<file path="config.mk">
export PLATFORM = sky130hd
export DESIGN_NAME = dma_crc_seed_and_feedback
export DESIGN_NICKNAME = d
export VERILOG_FILES = /design/src/rtl/crc_seed_pkg.sv /design/src/rtl/crc_step_if.sv /design/src/rtl/crc_lfsr_step.sv /design/src/rtl/crc_csum_step.sv /design/src/rtl/dma_crc_seed_and_feedback.sv
export SDC_FILE = /design/constraint.sdc
export NUM_CORES = 1
export LEC_CHECK = 0
export BUFFER_PORTS_ARGS = -buffer_cell sky130_fd_sc_hd__buf_4
export CAP_MARGIN = 40
export CORE_ASPECT_RATIO = 0.9
export CORE_UTILIZATION = 35
export DETAILED_ROUTE_END_ITERATION = 16
export GPL_TIMING_DRIVEN = 1
export PLACE_DENSITY = 0.61
export SYNTH_ARGS = -nofsm -noshare
export SYNTH_HDL_FRONTEND = slang
export SYNTH_HIERARCHICAL = 1
export SYNTH_SLANG_ARGS = --single-unit
</file>
<file path="constraint.sdc">
create_clock -name i_core_clk -period 9.98 [get_ports i_core_clk]
set_input_delay 0 -clock i_core_clk [delete_from_list [all_inputs] [get_ports i_core_clk]]
set_output_delay 0 -clock i_core_clk [all_outputs]
set_load 0.05 [all_outputs]
</file>
<file path="src/rtl/crc_seed_pkg.sv">
// Purpose: Shared constants and types of the DMA CRC seed/feedback block
// Assumes: 32-bit APB register slave, one word per register
// Notes:   Offsets are byte addresses on the APB

package crc_seed_pkg;

  localparam int unsigned DATA_W = 32;
  localparam int unsigned LEN_W  = 5;

  // Register byte offsets
  localparam logic [7:0] OFF_SEED_RESULT   = 8'h00;
  localparam logic [7:0] OFF_FEEDBACK_TAPS = 8'h04;

  // Reset values
  localparam logic [31:0] RST_SEED_RESULT   = 32'h00000000;
  localparam logic [31:0] RST_FEEDBACK_TAPS = 32'h00000000;

  // Steps per data word, minus one
  localparam logic [4:0] LFSR_LAST_STEP = 5'h1F;
  localparam logic [4:0] IP_LAST_STEP   = 5'h01;

  // Position of the type select bit in the external control register
  localparam int unsigned CRC_TYPE_BIT = 5;

  typedef enum logic [0:0] {
    PH_IDLE  = 1'b0,
    PH_SHIFT = 1'b1
  } phase_e;

  // Ones on bit positions 0 up to and including the polynomial length
  function automatic logic [31:0] len_mask(input logic [4:0] polynomial_length);
    len_mask = 32'hFFFFFFFF >> (5'h1F - polynomial_length);
  endfunction

endpackage

</file>
<file path="src/rtl/crc_step_if.sv">
// Purpose: Carries the generator state between the core and its step units
// Assumes: Purely combinational step units
// Notes:   The core drives the operands and reads back both next values

`timescale 1ns/1ns

interface crc_step_if;
  logic [31:0] state;
  logic [31:0] taps;
  logic [4:0]  polynomial_length;
  logic        data_bit;
  logic [15:0] half;
  logic [31:0] lfsr_next;
  logic [15:0] csum_next;

  modport core (output state, taps, polynomial_length, data_bit, half,
                input  lfsr_next, csum_next);
  modport lfsr (input  state, taps, polynomial_length, data_bit,
                output lfsr_next);
  modport csum (input  state, half,
                output csum_next);
endinterface : crc_step_if

</file>
<file path="src/rtl/crc_lfsr_step.sv">
// Purpose: One bit step of the programmable shift register
// Assumes: Feedback taken from the stage picked by the polynomial length
// Notes:   Result is masked to the active length

`timescale 1ns/1ns

module crc_lfsr_step (
  crc_step_if.lfsr step
);

  logic        feedback;
  logic [31:0] raw_next;

  // Top active stage mixed with the incoming bit
  assign feedback = step.state[step.polynomial_length] ^ step.data_bit;

  genvar g;
  generate
    for (g = 0; g < 32; g++) begin : g_stage
      if (g == 0) begin : g_first
        // No preceding stage: only the feedback term can enter
        assign raw_next[g] = step.taps[g] & feedback;
      end else begin : g_rest
        // Tap clear: plain shift from the preceding stage
        assign raw_next[g] = step.state[g-1] ^ (step.taps[g] & feedback);
      end
    end
  endgenerate

  assign step.lfsr_next = raw_next & crc_seed_pkg::len_mask(step.polynomial_length);

endmodule // crc_lfsr_step

</file>
<file path="src/rtl/crc_csum_step.sv">
// Purpose: One halfword step of the ones-complement header checksum
// Assumes: Accumulator holds the uncomplemented sum in its low 16 bits
// Notes:   Feedback taps are not an operand here

`timescale 1ns/1ns

module crc_csum_step (
  crc_step_if.csum step
);

  logic [16:0] wide_sum;

  assign wide_sum = {1'b0, step.state[15:0]} + {1'b0, step.half};

  // End-around carry; cannot overflow a second time
  assign step.csum_next = wide_sum[15:0] + {15'h0000, wide_sum[16]};

endmodule // crc_csum_step

</file>
<file path="src/rtl/dma_crc_seed_and_feedback.sv">
// Purpose: Seed/result and feedback-tap registers of a DMA CRC generator
// Assumes: Mode and length come from a control register on the same clock
// Notes:   One data word taken at a time; ready drops while it is consumed
//
// Implementation choices: the register addresses and the APB register port.

`timescale 1ns/1ns

module dma_crc_seed_and_feedback (
  input  wire logic        i_core_clk,
  input  wire logic        i_sys_rst,
  input  wire logic [7:0]  i_paddr,
  input  wire logic        i_psel,
  input  wire logic        i_penable,
  input  wire logic        i_pwrite,
  input  wire logic [31:0] i_pwdata,
  output logic             o_pready,
  output logic [31:0]      o_prdata,
  output logic             o_pslverr,
  input  wire logic        i_crc_type_select,
  input  wire logic [4:0]  i_polynomial_length,
  input  wire logic        i_data_valid,
  input  wire logic [31:0] i_data_word,
  output logic             o_data_ready,
  output logic             o_busy
);

  typedef struct packed {
    crc_seed_pkg::phase_e phase;
    logic [31:0]          seed;
    logic [31:0]          taps;
    logic [31:0]          word;
    logic [4:0]           count;
    logic [31:0]          prdata;
    logic                 pslverr;
  } state_s;

  state_s st;
  state_s next_st;

  crc_step_if step ();

  crc_lfsr_step u_lfsr (
    .step (step.lfsr)
  );

  crc_csum_step u_csum (
    .step (step.csum)
  );

  logic        setup;
  logic        access;
  logic        hit_seed;
  logic        hit_taps;
  logic        seed_wr;
  logic        taps_wr;
  logic        accept;
  logic        ip_mode;
  logic [31:0] polynomial_length_mask;
  logic [31:0] seed_view;

  assign ip_mode   = i_crc_type_select;
  assign polynomial_length_mask = crc_seed_pkg::len_mask(i_polynomial_length);
  assign setup     = i_psel & ~i_penable;
  assign access    = i_psel & i_penable;
  assign hit_seed  = (i_paddr == crc_seed_pkg::OFF_SEED_RESULT);
  assign hit_taps  = (i_paddr == crc_seed_pkg::OFF_FEEDBACK_TAPS);
  assign seed_wr   = access & i_pwrite & hit_seed;
  assign taps_wr   = access & i_pwrite & hit_taps;

  // Seed writes take priority over a new data word
  assign accept = i_data_valid & o_data_ready;

  // Software view of the running result
  always_comb begin
    if (ip_mode) begin
      seed_view = {16'h0000, ~st.seed[15:0]};
    end else begin
      seed_view = st.seed & polynomial_length_mask;
    end
  end

  assign step.state    = st.seed;
  assign step.taps     = st.taps;
  assign step.polynomial_length     = i_polynomial_length;
  assign step.data_bit = st.word[31];
  assign step.half     = st.word[31:16];

  always_comb begin
    next_st = st;
    // Read data is captured in the setup cycle so it comes from a flop
    if (setup) begin
      next_st.pslverr = ~(hit_seed | hit_taps);
      if (i_pwrite) begin
        next_st.prdata = 32'h00000000;
      end else if (hit_seed) begin
        next_st.prdata = seed_view;
      end else if (hit_taps) begin
        next_st.prdata = st.taps;
      end else begin
        next_st.prdata = 32'h00000000;
      end
    end
    if (st.phase == crc_seed_pkg::PH_SHIFT) begin
      if (ip_mode) begin
        next_st.seed = {16'h0000, step.csum_next};
        next_st.word = {st.word[15:0], 16'h0000};
      end else begin
        next_st.seed = step.lfsr_next;
        next_st.word = {st.word[30:0], 1'b0};
      end
      if (st.count == 5'h00) begin
        next_st.phase = crc_seed_pkg::PH_IDLE;
      end else begin
        next_st.count = st.count - 5'h01;
      end
    end else if (accept) begin
      next_st.phase = crc_seed_pkg::PH_SHIFT;
      next_st.word  = i_data_word;
      next_st.count = ip_mode ? crc_seed_pkg::IP_LAST_STEP
                              : crc_seed_pkg::LFSR_LAST_STEP;
    end
    if (taps_wr) begin
      next_st.taps = i_pwdata;
    end
    // A new seed restarts the generator and drops any word in flight
    if (seed_wr) begin
      next_st.phase = crc_seed_pkg::PH_IDLE;
      if (ip_mode) begin
        next_st.seed = {16'h0000, ~i_pwdata[15:0]};
      end else begin
        next_st.seed = i_pwdata;
      end
    end
  end

  always_ff @(posedge i_core_clk) begin
    if (i_sys_rst) begin
      st.phase   <= crc_seed_pkg::PH_IDLE;
      st.seed    <= crc_seed_pkg::RST_SEED_RESULT;
      st.taps    <= crc_seed_pkg::RST_FEEDBACK_TAPS;
      st.word    <= 32'h00000000;
      st.count   <= 5'h00;
      st.prdata  <= 32'h00000000;
      st.pslverr <= 1'b0;
    end else begin
      st <= next_st;
    end
  end

  assign o_pready     = access;
  assign o_prdata     = st.prdata;
  assign o_pslverr    = st.pslverr & access;
  assign o_busy       = (st.phase == crc_seed_pkg::PH_SHIFT);
  assign o_data_ready = (st.phase == crc_seed_pkg::PH_IDLE) & ~seed_wr;

  logic [31:0] shifted_plain;
  logic        top_feedback;
  logic [16:0] ip_wide;
  logic [15:0] ip_fold;

  assign shifted_plain = {st.seed[30:0], 1'b0} & polynomial_length_mask;
  assign top_feedback  = st.seed[i_polynomial_length] ^ st.word[31];
  // Reference fold kept apart from the step unit so a tap leak would show
  assign ip_wide = {1'b0, st.seed[15:0]} + {1'b0, st.word[31:16]};
  assign ip_fold = ip_wide[15:0] + {15'h0000, ip_wide[16]};
endmodule // dma_crc_seed_and_feedback

</file>
==> results list <==
- Outcome: finished, violations left
* Violations in the final reports: negative hold slack
* Most area-consuming cells after synthesis: dfxtp_1 (26%), mux2i_1 (12%), nand2_1 (7.4%)
- During I/O placement, the number of pins put on the boundary was 120.
* Htree depth: 4
- # setup viols final: 0
- Vertical extent of the die: between 150 and 200 um
* Half-perimeter wire length of the detailed placement result: 22100 um
- Upper clock frequency limit: 0.272 GHz
* Headroom to the max-slew limit: approximately two fifths
- Routability-driven placement finished with a final weighted congestion of between 0.8 and 0.9.
- Leakage dissipation: between 4 and 5 nW
- The via count of the first global-routing pass is about 9k.
- Clock-pin slew was measured on the worst setup and hold paths at 0.07 ns.
- For the pin with the worst max-slew slack, the measured transition is 0.889 ns.
- Routed length per instance: 18.0 um
- # diodes: 0
- The slowest stage of the critical path belongs to the cell ha_1.
- The min-delay analysis places its worst path in the category primary input to flip-flop.
- Data on the critical path is required at its endpoint by 10.26 ns.
- The cell family contributing the most delay on the critical path is compound AO/OA/AOI/OAI gates.
- Setup repair after global routing left no endpoint under its margin.
- Area growth syn-to-layout: 18.6%
* TritonCTS Buffers: 17
- CTS saw ~140 sinks.
- Vias/cell: around 5.5
- The critical path is of the flip-flop to flip-flop type.
- Yosys mapped a number of flops with a built-in enable equal to 0.
- Cell with the most instances after synthesis: nand2_1
- In this run, distinct cell masters in the synthesized netlist total 87.
- During synthesis, Yosys emitted a total of 6 warnings.
- Share of flip-flops with an asynchronous set or reset: 0%
* Hold violation count in the final report: 1
- For this run, design rule violations remaining after detail routing come to 0.
- Post-synth top area share: a little over a quarter
* Die Wd: between 150 and 200 um
- Die Area: 0.0300 mm2
- Number of antenna violations at the first check in global routing: 1
* Total GRT Usage: a little over a fifth
- STA classifies the critical path endpoint as a flip-flop.
* Synth Flop Type: dfxtp_1
* Post-Route Hold Slack: -0.000673 ns
* Root Buffer: clkbuf_16
- Clock tree skew after final layout: ~0.019 ns
* Number of buffer cells added on primary ports: around 120
* Sequential share of the synthesized area: about a quarter
- Final routed wirelength across all metal layers: between 30000 and 40000 um
- The worst-case IR drop observed on VDD is 0.108 mV.
- Entering global routing, the biggest net connects 90 pins.
* Post-Syn Area: around 0.01 mm2
- Clk Latency, worst-skew pair: 0.44 ns
- Bufs on Longest Clock Path: 2
* Arrival time worst endpoint: 3.96 ns
- The worst setup path is launched from a flip-flop.
- Syn_area_per_cell: about 8 um2
- The first global-routing pass estimated just over 50000 um of wire.
- TritonCTS built the clock tree.
- Layout cell share with drive strength beyond 1: 15.4%
* Count of pins over their slew limit: 0
* DRT iter0 DRCs: between 800 and 900
- Worst-path cell chain: ha_1, nand3_1, o211ai_2, a31o_2, nand3_1, a21oi_1, a21o_1, a21o_1, ha_1, ha_1, nand2_1, nor2_1, nand3_1, xnor2_1, mux2i_1, nand2_1, o211ai_1, a21oi_1
- Syn nets: around 1.4k
* End-of-flow core utilization: 42.1%
* GR Overflow Total: 0
- Cell Rows: around 60
- The core region is 0.0289 mm2.
* Number of flip-flops and latches in the synthesized netlist: around 140
- The synthesized design spends more area on one cell type than any other, namely dfxtp_1.
- In this run the worst path has a maximum fanout of 10.
- # Max-Cap Violations: 0
- Once the clock tree was built, the setup fixing pass inserted 0 buffers.
- Slowest Stage Delay on Critical Path: 0.53 ns
- The final route contains about 10k vias.
- Most common library cells after synthesis: nand2_1 (202), dfxtp_1 (135), mux2i_1 (126)
* Total power density per cell area: around 130 mW/mm2
* Layout net count: between 1k and 1.5k
- Share of the clock period used by the worst path: 36.9%
- Number of optimization iterations in the first detailed-route pass: 5
- The worst path in the final design needs a cycle of roughly 3.7 ns, including I/O delays and setup.
- The count of nets left with antenna violations once routing finished came out at 0.
- Synthesized instance count: 1309
- Setup total negative slack on the finished layout was measured at 0 ns.
- Crit path buf inv count: 0
- Initial cell density of the core: about 35%
## where the power goes
part           internal [W]  leakage, nW  switching [W]
clock              0.000344        0.259       0.000277
combinational      0.000166         3.31       0.000213
sequential         0.000563         1.10      0.0000375
total               0.00107         4.67       0.000528
## cell families after synthesis
logic type	count (synthesis)	synth area share, %
muxes	131	12.9
AOI/OAI and AO/OA	338	22.9
xor gates and xnor gates	43	3.75
buffers and inverters	174	8.44
and+or+nand+nor	467	23.0
adders and majority gates	21	2.64
DFF	135	26.4
## area by class of cell
cell class | count | area [um2]
Clock buffer | 18 | 429
Clock inverter | 14 | 124
Fill cell | 2908 | 16700
Inverter | 31 | 116
Multi-Input combinational cell | 1000 | 6710
Sequential cell | 135 | 2710
Tap cell | 396 | 495
Timing Repair Buffer | 190 | 1570
## tightest hold or removal path, stage by stage
cell      delay (ns)
buf_4           0.11
nor2_1          0.08
a211oi_1        0.06
o21ai_0         0.06
o41ai_1         0.06
## metal layers
layer  vias to the layer above  wire [um]  part of all wire (%)  global-route usage (%)
li1                       4803          -                     -                       -
met1                      4716      15600                    49                    31.8
met2                       344      13600                    42                    31.6
met3                        31       2500                   7.8                    3.81
met4                         0        429                   1.3                    5.65
met5                         -          0                     0                       0
## registers in the layout (all words and copies together) (netlist names)
name        count
step.state     32
o_prdata       32
st             38
step.taps      32
o_busy          1
## path summary, 6_finish.rpt
check | start | end | slack (ns) | cells after the start
max | step.state[4]$_SDFFE_PP0P_ | step.state[10]$_SDFFE_PP0P_ | 6.30 | 18
min | i_data_word[29] | st[67]$_SDFFE_PP0P_ | -0.0007 | 5
max reg2reg | step.state[4]$_SDFFE_PP0P_ | step.state[10]$_SDFFE_PP0P_ | 6.30 | 18
min reg2reg | o_prdata[3]$_SDFFE_PP0P_ | o_prdata[3]$_SDFFE_PP0P_ | 0.45 | 2
## per-stage QoR
step | worst slack (ns) | hold WS, ns | area, um2 | instances | power, W
6_report | 6.30 | -0.000673 | 12200 | 1784 | 0.00160
5_1_grt | 5.95 | 0.0308 | 12200 | 1784 | 0.00166
4_1_cts | 6.35 | 0.000303 | 12200 | 1784 | 0.00160
3_5_place_dp | 6.37 | 0.270 | 11100 | 1700 | 0.000970
3_3_place_gp | 6.46 | 0.262 | 11000 | 1696 | 0.000961
2_1_floorplan | 6.74 | 0.136 | 10200 | 1309 | 0.000871
## cell usage in the layout (no fill, tap or decap), types with 17 or more instances in the layout
master | netlist | layout
a211oi_1 | 21 | 21
a21oi_1 | 89 | 89
buf_4 | 34 | 136
clkbuf_16 | 0 | 17
dfxtp_1 | 135 | 134
dlygate4sd3_1 | 0 | 52
ha_1 | 20 | 20
inv_1 | 30 | 30
mux2i_1 | 126 | 126
nand2_1 | 202 | 202
nand2b_1 | 73 | 73
nand3_1 | 17 | 17
nor2_1 | 60 | 60
nor3_1 | 24 | 24
nor3b_1 | 18 | 18
o211ai_1 | 33 | 33
o21ai_0 | 50 | 50
o221ai_1 | 22 | 22
o41ai_1 | 18 | 18
xor2_1 | 26 | 26
## timing repair
item | CTS | global route
hold buffers | 52 | 0
gates resized for setup | 0 | 0
hold endpoints to repair | 86 | 0
(Power assumes the default switching activity.)
